<file path="config.mk">
export PLATFORM = sky130hd
export DESIGN_NAME = eadb_master
export DESIGN_NICKNAME = d
export VERILOG_FILES = /design/src/hw/eadb_pkg.sv /design/src/hw/eadb_master.sv /design/src/hw/eadb_size_calc.sv /design/src/hw/eadb_upper_mux.sv
export VERILOG_INCLUDE_DIRS = /design/src /design/src/hw
export SDC_FILE = /design/constraint.sdc
export NUM_CORES = 1
export LEC_CHECK = 0
export ABC_AREA = 1
export BUFFER_PORTS_ARGS = -buffer_cell sky130_fd_sc_hd__buf_2
export CORE_ASPECT_RATIO = 1.4
export CORE_MARGIN = 2
export CORE_UTILIZATION = 50
export CTS_BUF_LIST = sky130_fd_sc_hd__clkbuf_16
export DETAILED_ROUTE_END_ITERATION = 16
export GPL_TIMING_DRIVEN = 0
export PLACE_DENSITY = 0.79
export SLEW_MARGIN = 5
export SYNTH_ARGS = -nofsm -noshare
export SYNTH_HDL_FRONTEND = slang
export SYNTH_SLANG_ARGS = --single-unit
</file>
<file path="constraint.sdc">
create_clock -name mclk -period 1.6 [get_ports mclk]
set_clock_uncertainty 0.2 [all_clocks]
set_input_delay 0.24 -clock mclk [delete_from_list [all_inputs] [get_ports mclk]]
set_output_delay 0.24 -clock mclk [all_outputs]
set_load 0.01 [all_outputs]
</file>
<file path="src/hw/eadb_defs.svh">
`ifndef EADB_DEFS_SVH
`define EADB_DEFS_SVH

// remaining_bytes_code encodings
`define EADB_SIZE_LONG      2'h0
`define EADB_SIZE_BYTE      2'h1
`define EADB_SIZE_WORD      2'h2
`define EADB_SIZE_THREE     2'h3

// width_ack_pair (active low: {ack1_b, ack0_b})
`define EADB_ACK_WAIT       2'h3
`define EADB_ACK_8          2'h2
`define EADB_ACK_16         2'h1
`define EADB_ACK_32         2'h0

// function code of the cpu space
`define EADB_FC_CPU         4'h7

// upper pin modes (2 bits per pin)
`define EADB_PIN_ADDR       2'h0
`define EADB_PIN_PORT       2'h1
`define EADB_PIN_IACK       2'h2

// interrupt-acknowledge level field inside a cpu-space address
`define EADB_IACK_LVL_LSB   1
`define EADB_IACK_TYPE_LSB  16
`define EADB_IACK_TYPE      4'hF

// reset value of the upper pin mode word: all address
`define EADB_PIN_MODE_RST   16'h0000

`endif

</file>
<file path="src/hw/eadb_pkg.sv">
package eadb_pkg;

    typedef enum logic [2:0] {
        EADB_IDLE  = 3'h0,
        EADB_ADDR  = 3'h1,
        EADB_DATA  = 3'h3,
        EADB_WAIT  = 3'h2,
        EADB_DONE  = 3'h6
    } eadb_state_t;

endpackage

</file>
<file path="src/hw/eadb_master.sv">
`timescale 1ns/1ps
`include "eadb_defs.svh"

module eadb_master (
    // clock and reset
    input  wire logic        mclk,
    input  wire logic        rst_b,
    // request side
    input  wire logic        req,
    input  wire logic        req_read,
    input  wire logic [31:0] req_addr,
    input  wire logic [3:0]  req_fc,
    input  wire logic [2:0]  req_bytes,
    input  wire logic [31:0] req_wdata,
    output logic             busy_r,
    output logic             done_r,
    output logic [31:0]      rdata_r,
    output logic [2:0]       ack_width_r,
    // upper pin configuration
    input  wire logic [15:0] pin_mode,
    input  wire logic [7:0]  port_out,
    input  wire logic [7:0]  port_oe,
    output logic [7:0]       port_in_r,
    // bus pins
    output logic [23:0]      low_address_lines_r,
    output logic             low_address_oe_r,
    output logic [7:0]       upper_address_byte_r,
    output logic [7:0]       upper_address_oe_r,
    input  wire logic [7:0]  upper_address_in,
    output logic [31:0]      data_lines_out_r,
    output logic             data_lines_oe_r,
    input  wire logic [31:0] data_lines_in,
    output logic             address_valid_strobe_b_r,
    output logic             data_strobe_b_r,
    output logic             rd_wr_r,
    output logic [1:0]       remaining_bytes_code_r,
    output logic [3:0]       func_code_r,
    input  wire logic [1:0]  width_ack_pair_b
);

    // ------------------------------------------------------------
    // input synchronisers
    // ------------------------------------------------------------
    logic [1:0]  ack_s1_r, ack_s2_r;
    logic [7:0]  up_s1_r;
    always_ff @(posedge mclk) begin
        if (!rst_b) begin
            ack_s1_r  <= `EADB_ACK_WAIT;
            ack_s2_r  <= `EADB_ACK_WAIT;
            up_s1_r   <= 8'h00;
            port_in_r <= 8'h00;
        end else begin
            ack_s1_r  <= width_ack_pair_b;
            ack_s2_r  <= ack_s1_r;
            up_s1_r   <= upper_address_in;
            port_in_r <= up_s1_r;
        end
    end

    // ------------------------------------------------------------
    // cycle state
    // ------------------------------------------------------------
    eadb_pkg::eadb_state_t state_r;
    logic [31:0] addr_r;
    logic [3:0]  fc_r;
    logic        rd_r;
    logic [31:0] wdata_r;
    logic [2:0]  bytes_r;
    logic        ack_seen;
    logic        is_iack;
    logic [2:0]  iack_lvl;

    assign ack_seen = (ack_s2_r != `EADB_ACK_WAIT);
    assign is_iack  = (fc_r == `EADB_FC_CPU) &&
                      (addr_r[`EADB_IACK_TYPE_LSB +: 4] == `EADB_IACK_TYPE);
    assign iack_lvl = addr_r[`EADB_IACK_LVL_LSB +: 3];

    function automatic logic [2:0] ack_bytes(input logic [1:0] ack_b);
        unique case (ack_b)
            `EADB_ACK_8:  ack_bytes = 3'h1;
            `EADB_ACK_16: ack_bytes = 3'h2;
            default:      ack_bytes = 3'h4;
        endcase
    endfunction

    always_ff @(posedge mclk) begin
        if (!rst_b) begin
            state_r <= eadb_pkg::EADB_IDLE;
            addr_r  <= 32'h0000_0000;
            fc_r    <= 4'h0;
            rd_r    <= 1'b1;
            wdata_r <= 32'h0000_0000;
            bytes_r <= 3'h0;
        end else begin
            unique case (state_r)
                eadb_pkg::EADB_IDLE: begin
                    if (req) begin
                        addr_r  <= req_addr;
                        fc_r    <= req_fc;
                        rd_r    <= req_read;
                        wdata_r <= req_wdata;
                        bytes_r <= (req_bytes == 3'h0) ? 3'h4 : req_bytes;
                        state_r <= eadb_pkg::EADB_ADDR;
                    end
                end
                eadb_pkg::EADB_ADDR: state_r <= eadb_pkg::EADB_DATA;
                eadb_pkg::EADB_DATA: state_r <= eadb_pkg::EADB_WAIT;
                eadb_pkg::EADB_WAIT: begin
                    if (ack_seen) begin
                        state_r <= eadb_pkg::EADB_DONE;
                    end
                end
                eadb_pkg::EADB_DONE: state_r <= eadb_pkg::EADB_IDLE;
                default: state_r <= eadb_pkg::EADB_IDLE;
            endcase
        end
    end

    // ------------------------------------------------------------
    // strobes, direction, size, address
    // ------------------------------------------------------------
    logic in_cycle, as_on, ds_on;
    logic [1:0] size_now;
    assign in_cycle = (state_r != eadb_pkg::EADB_IDLE);
    assign as_on = (state_r == eadb_pkg::EADB_DATA) || (state_r == eadb_pkg::EADB_WAIT);
    assign ds_on = rd_r ? as_on : (state_r == eadb_pkg::EADB_WAIT);

    eadb_size_calc u_size (
        .remain    (bytes_r),
        .size_code (size_now)
    );

    always_ff @(posedge mclk) begin
        if (!rst_b) begin
            address_valid_strobe_b_r <= 1'b1;
            data_strobe_b_r          <= 1'b1;
            rd_wr_r                  <= 1'b1;
            remaining_bytes_code_r   <= `EADB_SIZE_LONG;
            func_code_r              <= 4'h0;
            low_address_lines_r      <= 24'h00_0000;
            low_address_oe_r         <= 1'b0;
        end else begin
            address_valid_strobe_b_r <= !as_on;
            data_strobe_b_r          <= !ds_on;
            rd_wr_r                  <= in_cycle ? rd_r : 1'b1;
            remaining_bytes_code_r   <= size_now;
            func_code_r              <= fc_r;
            low_address_lines_r      <= addr_r[23:0];
            low_address_oe_r         <= in_cycle && !is_iack;
        end
    end

    // ------------------------------------------------------------
    // upper pins: address, port or level acknowledge
    // ------------------------------------------------------------
    logic [7:0] iack_b, up_out, up_oe;
    always_comb begin
        iack_b = 8'hFF;
        if (in_cycle && is_iack && (iack_lvl != 3'h0)) begin
            iack_b[iack_lvl] = 1'b0;
        end
    end

    eadb_upper_mux u_upper (
        .pin_mode   (pin_mode),
        .addr_hi    (addr_r[31:24]),
        .port_out   (port_out),
        .port_oe    (port_oe),
        .iack_lvl_b (iack_b),
        .drive_addr (in_cycle && !is_iack),
        .pin_out    (up_out),
        .pin_oe     (up_oe)
    );

    always_ff @(posedge mclk) begin
        if (!rst_b) begin
            upper_address_byte_r <= 8'hFF;
            upper_address_oe_r   <= 8'h00;
        end else begin
            upper_address_byte_r <= up_out;
            upper_address_oe_r   <= up_oe;
        end
    end

    // ------------------------------------------------------------
    // data path
    // ------------------------------------------------------------
    always_ff @(posedge mclk) begin
        if (!rst_b) begin
            data_lines_out_r <= 32'h0000_0000;
            data_lines_oe_r  <= 1'b0;
        end else begin
            data_lines_out_r <= wdata_r;
            data_lines_oe_r  <= !rd_r && as_on;
        end
    end

    // capture on the falling edge of the terminating clock
    logic [31:0] rd_cap_r;
    always_ff @(negedge mclk) begin
        if (!rst_b) begin
            rd_cap_r <= 32'h0000_0000;
        end else if (state_r == eadb_pkg::EADB_DONE && rd_r) begin
            rd_cap_r <= data_lines_in;
        end
    end

    always_ff @(posedge mclk) begin
        if (!rst_b) begin
            busy_r      <= 1'b0;
            done_r      <= 1'b0;
            rdata_r     <= 32'h0000_0000;
            ack_width_r <= 3'h0;
        end else begin
            busy_r <= in_cycle || req;
            done_r <= (state_r == eadb_pkg::EADB_DONE);
            if (state_r == eadb_pkg::EADB_DONE) begin
                rdata_r <= rd_cap_r;
            end
            if (state_r == eadb_pkg::EADB_WAIT && ack_seen) begin
                ack_width_r <= ack_bytes(ack_s2_r);
            end
        end
    end

    // ------------------------------------------------------------
    // assertions
    // ------------------------------------------------------------
    a_addr_stable: assert property (@(posedge mclk) disable iff (!rst_b)
        !address_valid_strobe_b_r && $past(!address_valid_strobe_b_r)
        |-> $stable(low_address_lines_r))
        else $error("address moved while strobe asserted");
    a_write_ds_lag: assert property (@(posedge mclk) disable iff (!rst_b)
        $fell(address_valid_strobe_b_r) && !rd_wr_r |-> data_strobe_b_r ##1 !data_strobe_b_r)
        else $error("write data strobe not one clock late");
    a_read_ds_same: assert property (@(posedge mclk) disable iff (!rst_b)
        $fell(address_valid_strobe_b_r) && rd_wr_r |-> !data_strobe_b_r)
        else $error("read strobes not together");
    a_read_hiz: assert property (@(posedge mclk) disable iff (!rst_b)
        rd_wr_r |-> !data_lines_oe_r)
        else $error("data driven during read");
    a_write_drive: assert property (@(posedge mclk) disable iff (!rst_b)
        !data_strobe_b_r && !rd_wr_r |-> data_lines_oe_r)
        else $error("write data not driven");
    a_iack_onehot: assert property (@(posedge mclk) disable iff (!rst_b)
        $onehot0(~iack_b))
        else $error("more than one level ack");
    a_size_code: assert property (@(posedge mclk) disable iff (!rst_b)
        state_r == eadb_pkg::EADB_DATA && bytes_r == 3'h1
        |=> remaining_bytes_code_r == `EADB_SIZE_BYTE)
        else $error("size code wrong for byte");
    a_dir_level: assert property (@(posedge mclk) disable iff (!rst_b)
        !address_valid_strobe_b_r |-> rd_wr_r == rd_r)
        else $error("direction wrong");
    a_ack_end: assert property (@(posedge mclk) disable iff (!rst_b)
        state_r == eadb_pkg::EADB_WAIT && ack_seen |-> ##2 done_r)
        else $error("cycle did not end after ack");
    a_low_oe_iack: assert property (@(posedge mclk) disable iff (!rst_b)
        state_r == eadb_pkg::EADB_DATA && is_iack |-> !low_address_oe_r)
        else $error("low address driven in cpu space");
    a_low_oe_drive: assert property (@(posedge mclk) disable iff (!rst_b)
        state_r == eadb_pkg::EADB_DATA && !is_iack |-> low_address_oe_r)
        else $error("low address not driven");
    a_iack_pin: assert property (@(posedge mclk) disable iff (!rst_b)
        state_r == eadb_pkg::EADB_WAIT && is_iack && iack_lvl != 3'h0 &&
        pin_mode[{iack_lvl, 1'b0} +: 2] == `EADB_PIN_IACK
        |-> !upper_address_byte_r[iack_lvl])
        else $error("level ack pin not asserted");
    a_write_data: assert property (@(posedge mclk) disable iff (!rst_b)
        !data_strobe_b_r && !rd_wr_r |-> data_lines_out_r == wdata_r)
        else $error("write data not on all lines");
    a_ctrl_stable: assert property (@(posedge mclk) disable iff (!rst_b)
        !address_valid_strobe_b_r && $past(!address_valid_strobe_b_r)
        |-> $stable(remaining_bytes_code_r) && $stable(rd_wr_r) && $stable(func_code_r))
        else $error("cycle controls moved while strobe asserted");
    a_ds_release: assert property (@(posedge mclk) disable iff (!rst_b)
        $rose(address_valid_strobe_b_r) |-> data_strobe_b_r)
        else $error("data strobe outlived address strobe");
    a_ds_inside_as: assert property (@(posedge mclk) disable iff (!rst_b)
        !data_strobe_b_r |-> !address_valid_strobe_b_r)
        else $error("data strobe without address strobe");
    a_ack_width: assert property (@(posedge mclk) disable iff (!rst_b)
        state_r == eadb_pkg::EADB_WAIT && ack_seen && ack_s2_r == `EADB_ACK_8
        |=> ack_width_r == 3'h1)
        else $error("byte port width not reported");

    // ------------------------------------------------------------
    // scenarios covered
    // ------------------------------------------------------------
    c_read: cover property (@(posedge mclk) disable iff (!rst_b) done_r && rd_wr_r);
    c_write: cover property (@(posedge mclk) disable iff (!rst_b) done_r && !rd_wr_r);
    c_iack: cover property (@(posedge mclk) disable iff (!rst_b) iack_b != 8'hFF);
    c_wait_state: cover property (@(posedge mclk) disable iff (!rst_b)
        state_r == eadb_pkg::EADB_WAIT ##1 state_r == eadb_pkg::EADB_WAIT);
    c_byte_port: cover property (@(posedge mclk) disable iff (!rst_b)
        done_r && ack_width_r == 3'h1);

endmodule

</file>
<file path="src/hw/eadb_size_calc.sv">
`timescale 1ns/1ps
`include "eadb_defs.svh"

// remaining-bytes code from the count still to move
module eadb_size_calc (
    // count in
    input  wire logic [2:0] remain,
    // code out
    output logic      [1:0] size_code
);
    always_comb begin
        unique case (remain)
            3'h1:    size_code = `EADB_SIZE_BYTE;
            3'h2:    size_code = `EADB_SIZE_WORD;
            3'h3:    size_code = `EADB_SIZE_THREE;
            default: size_code = `EADB_SIZE_LONG;
        endcase
    end
endmodule

</file>
<file path="src/hw/eadb_upper_mux.sv">
`timescale 1ns/1ps
`include "eadb_defs.svh"

// per-pin selection of the upper address byte function
module eadb_upper_mux (
    // configuration
    input  wire logic [15:0] pin_mode,
    // sources
    input  wire logic [7:0]  addr_hi,
    input  wire logic [7:0]  port_out,
    input  wire logic [7:0]  port_oe,
    input  wire logic [7:0]  iack_lvl_b,
    input  wire logic        drive_addr,
    // pin side
    output logic      [7:0]  pin_out,
    output logic      [7:0]  pin_oe
);
    genvar g;
    generate
        for (g = 0; g < 8; g++) begin : g_pin
            always_comb begin
                unique case (pin_mode[2*g +: 2])
                    `EADB_PIN_PORT: begin
                        pin_out[g] = port_out[g];
                        pin_oe[g]  = port_oe[g];
                    end
                    `EADB_PIN_IACK: begin
                        pin_out[g] = iack_lvl_b[g];
                        pin_oe[g]  = 1'b1;
                    end
                    default: begin
                        pin_out[g] = addr_hi[g];
                        pin_oe[g]  = drive_addr;
                    end
                endcase
            end
        end
    endgenerate
endmodule

</file>
Word level (Yosys, flattened, before mapping):

Cells that the tools add are included.

* register bits: 247
* input bits: 149
* word-level logic and storage cells: 106

* magnitude comparators: 2
* eq/ne operators: 30
* muxes and demuxes: 26
* bitwise gates (word level): 1
* reduce and logical (&&, ||, !) cells: 21

Operators by type and width (count)
* 1-bit case mux with 2 select lines: 16
* 2-bit by 1-bit == test with 1-bit output, second input constant: 9
* 2-bit == test, second input constant: 9
* 3-bit by 2-bit == test with 1-bit output, second input constant: 4
* 3-bit case mux with 4 select lines: 1
* 3-bit 2-to-1 mux: 3
* 1-bit logical AND: 8
* 8-bit 2-to-1 mux: 1
* 8-bit inverter: 1
* 3-bit by 1-bit == test with 1-bit output, second input constant: 2
* 3-bit logical NOT: 2
* 2-bit inequality test, second input constant: 3
* 2-bit case mux with 3 select lines: 1
* 3-bit case mux with 2 select lines: 1
* 2-bit AND reduction: 3
* 3-bit nonzero test: 2
* 4-bit by 3-bit == test with 1-bit output, second input constant: 1
* 4-bit == test, second input constant: 1
* 1-bit logical NOT: 4
* 3-bit by 4-bit < comparator with 1-bit output, second input constant: 1
* 1-bit demux with 3-bit select: 1
* 3-bit == test, second input constant: 1
* 3-bit by 1-bit greater-or-equal comparator with 1-bit output, second input constant: 1
* 1-bit logical OR: 2
* 1-bit 2-to-1 mux: 2

Longest topological paths before layout:

* depth after elaboration: 7
* gate-level depth with buffers: 9
* mapped depth without buffers: 9

By module:

From an unflattened synthesis, not the netlist that was laid out.

* cells, all modules: 1302
* area total of the unflattened synthesis: 9354.0 um2

Modules (own cells, without submodules)
* eadb_master: instances 1, cells an instance 1177, area an instance 8694.6 um2, seq. area each 4944.7 um2
* eadb_upper_mux: instances 1, cells an instance 121, area an instance 644.4 um2, seq. area each 0.0 um2
* eadb_size_calc: instances 1, cells an instance 4, area an instance 15.0 um2, seq. area each 0.0 um2

==> qor.txt <==
Status: complete, but fails checks
Failing checks: setup timing
Clock slew at reported path FFs: 0.06 ns
Cell family with most CP delay: buffers and inverters
RSZ-0062 raised after global routing: yes
HP Class: primary input to register
Worst-Skew Late Latency: 0.60 ns
YS warnings: 0
Initial Util: 51.2%
Commonest non-fill, non-tap cells in the layout: buf_2 (284), inv_1 (211), dfxtp_1 (209)
Max-cap check violation count: 0
Mapped Cells: 1042
Vias: 9571
Syn nets: 1210
Root Driver: clkbuf_16
Largest net degree at the start of global routing: 16
Final #Nets: 1695
Die Wd: 115 um
Cells along the critical path: inv_4 -> buf_12 -> nand4_4 -> clkbuf_8 -> a21oi_1
Sinks on the clock net: 247
Area grow syn2layout: 63.6%
Flops & latches, synth: 247
Gpl congestion: 0.857
Crit-path max cell delay: 0.33 ns
Sequential element share of the synthesized area: 57.7%
Max FO, Critical Path: 6
Routed WL per cell: 20.1 um
CTS tree: yes
Worst Setup SP: state_r[0]$_SDFFE_PN0P_
Total gr overflow: 0
Final Max Slew Viols: 0
Share of layout cells above drive strength 1: 40.7%
Final setup vio count: 152
Detail Route met2 WL: 18000 um
Total CTS buffers: 23
Final Hold Vio Count: 0
Port Buffer Count: 275
Slowest cell on the critical path: dfxtp_2
Final HPWL DP: 16600 um
Buf+Inv Stages, Crit Path: 3
Post-Route M1 WL: 11500 um
Req. time, crit path: 1.08 ns
Met3 routed WL: 2960 um
Setup ws final: -0.509 ns
Avg Cell Area, Syn: 8.23 um^2
Antenna Nets Post-Route: 0
First-pass GRT wire length: 45300 um
Fill cell count: 814
CP startpoint kind: register
Synth unique cells: 26
CTS max path bufs: 3
Leak: 7.00 nW
Drt drc: 0
Slew headroom: 44.1%
Placed cells: 1520
Number of detailed-route iterations in the first pass: 8
HP Start: pin_mode[12]
Die Area: 0.0182 mm^2
Peak VDD IR: 0.000998 V
Total wire length: 35200 um
Highest routed layer: met4
Drt via density: 5.48
Initial antenna violation count: 1
I/O Pins: 277
Reg2reg start: state_r[0]$_SDFFE_PN0P_
Row count: 56
Critical path type: register to register
Total GRT Usage: 31.0%
Slew @ Worst Pin: 0.839 ns
Synthesized cell area: 0.00858 mm^2
Core area: 0.0167 mm^2
Pwr Density: 1100 mW/mm^2
Die height: 159 um
Initial DRC count: 889
Final core utilization: 83.8%
H-tree depth: 1
Most common cell after layout, fill and taps aside: buf_2
Worst EP arrival: 1.59 ns
Fin cells: 1747
CP endpoint kind: register
Vias in the first global route: 9227
registers in the layout (all words and copies together), names as in the netlist, 8 cells and up:
signal	count
addr_r	32
data_lines_out_r	32
low_address_lines_r	24
port_in_r	8
rd_cap_r	32
rdata_r	32
up_s1_r	8
upper_address_byte_r	8
upper_address_oe_r	8
wdata_r	32
cells by family after synthesis:
logic type	synth area share [%]
buffers and inverters	11.1
adders and majority gates	2.77
DFF	57.7
AOI/OAI and AO/OA	14.7
and+or+nand+nor	13.7
worst reg2reg max path, cell delays in order (launching register included):
cell,delay [ns]
dfxtp_2,0.33
inv_4,0.09
buf_12,0.12
nand4_4,0.16
clkbuf_8,0.23
a21oi_1,0.15
cells in the mapped netlist, drive strengths merged:
| cell | n | area, um^2 |
|---|---|---|
| buf | 24 | 156 |
| a21oi | 87 | 435 |
| nand3 | 11 | 55.1 |
| nor3 | 10 | 50.1 |
| nand4 | 2 | 18.8 |
| o211ai | 2 | 15.0 |
| ha | 19 | 238 |
| a21o | 9 | 67.6 |
| or2 | 4 | 25.0 |
| nand2 | 121 | 462 |
| clkinv | 1 | 3.75 |
| o21ai | 147 | 736 |
| dfxtp | 247 | 4940 |
| a31oi | 1 | 6.26 |
| nor2 | 145 | 568 |
| inv | 182 | 683 |
| clkbuf | 30 | 113 |
timing repair:
| item | 4_1_cts | 5_1_grt |
|---|---|---|
| setup endpoints to repair | 100 | 147 |
| cloned | 11 | 5 |
| hold buffers | 106 | 0 |
| pin swaps | 60 | 89 |
| endpoints found under the hold margin | 99 | 0 |
| gates resized for setup | 198 | 268 |
| buffers inserted | 25 | 11 |
report_power, final:
group,switching (mW),internal (mW)
Clock,2.68,3.29
Sequential,0.244,6.56
Combinational,1.43,1.23
metal layers:
metal / vias up / track usage (%)
met1: 4462 / 31.8
li1: 4197 / -
met4: 0 / 16.9
met2: 671 / 57.3
met5: - / 0
met3: 241 / 6.59
stage by stage:
stage / instance area (um^2) / total power [mW] / setup slack (ns) / hold slack [ns] / setup TNS [ns]
3_3_place_gp: 10300 / 8.34 / -0.729 / 0.193 / -24.97
5_1_grt: 14000 / 15.9 / -0.546 / 0.0386 / -40.70
4_1_cts: 13100 / 14.7 / -0.478 / 0.000658 / -20.95
3_5_place_dp: 10300 / 8.39 / -0.776 / 0.199 / -28.77
6_report: 14000 / 15.4 / -0.509 / 0.0230 / -33.62
2_1_floorplan: 8640 / 7.76 / -0.404 / 0.138 / -12.39
layout make-up:
cell class / instances / area, um^2 / share of cell area [%]
plain buffers: 53 / 462 / 3.29
diodes: 1 / 2.50 / 0.0178
well taps: 203 / 254 / 1.81
repair buffers: 429 / 3130 / 22.3
flip-flops and latches: 247 / 5000 / 35.6
multi-input cells: 559 / 3610 / 25.7
inverters: 182 / 698 / 4.98
clock inverters: 50 / 300 / 2.14
clock buffers: 23 / 576 / 4.10
final timing paths:
| path | end | slack (ns) | cells after the start |
|---|---|---|---|
| max | rd_cap_r[23]$_SDFFE_NN0P_ | -0.51 | 5 |
| min | upper_address_oe_r[6]$_SDFF_PN0_ | 0.02 | 4 |
| max reg2reg | rd_cap_r[23]$_SDFFE_NN0P_ | -0.51 | 5 |
| min reg2reg | port_in_r[0]$_SDFF_PN0_ | 0.21 | 2 |
Power figures use the tool's default switching activity.
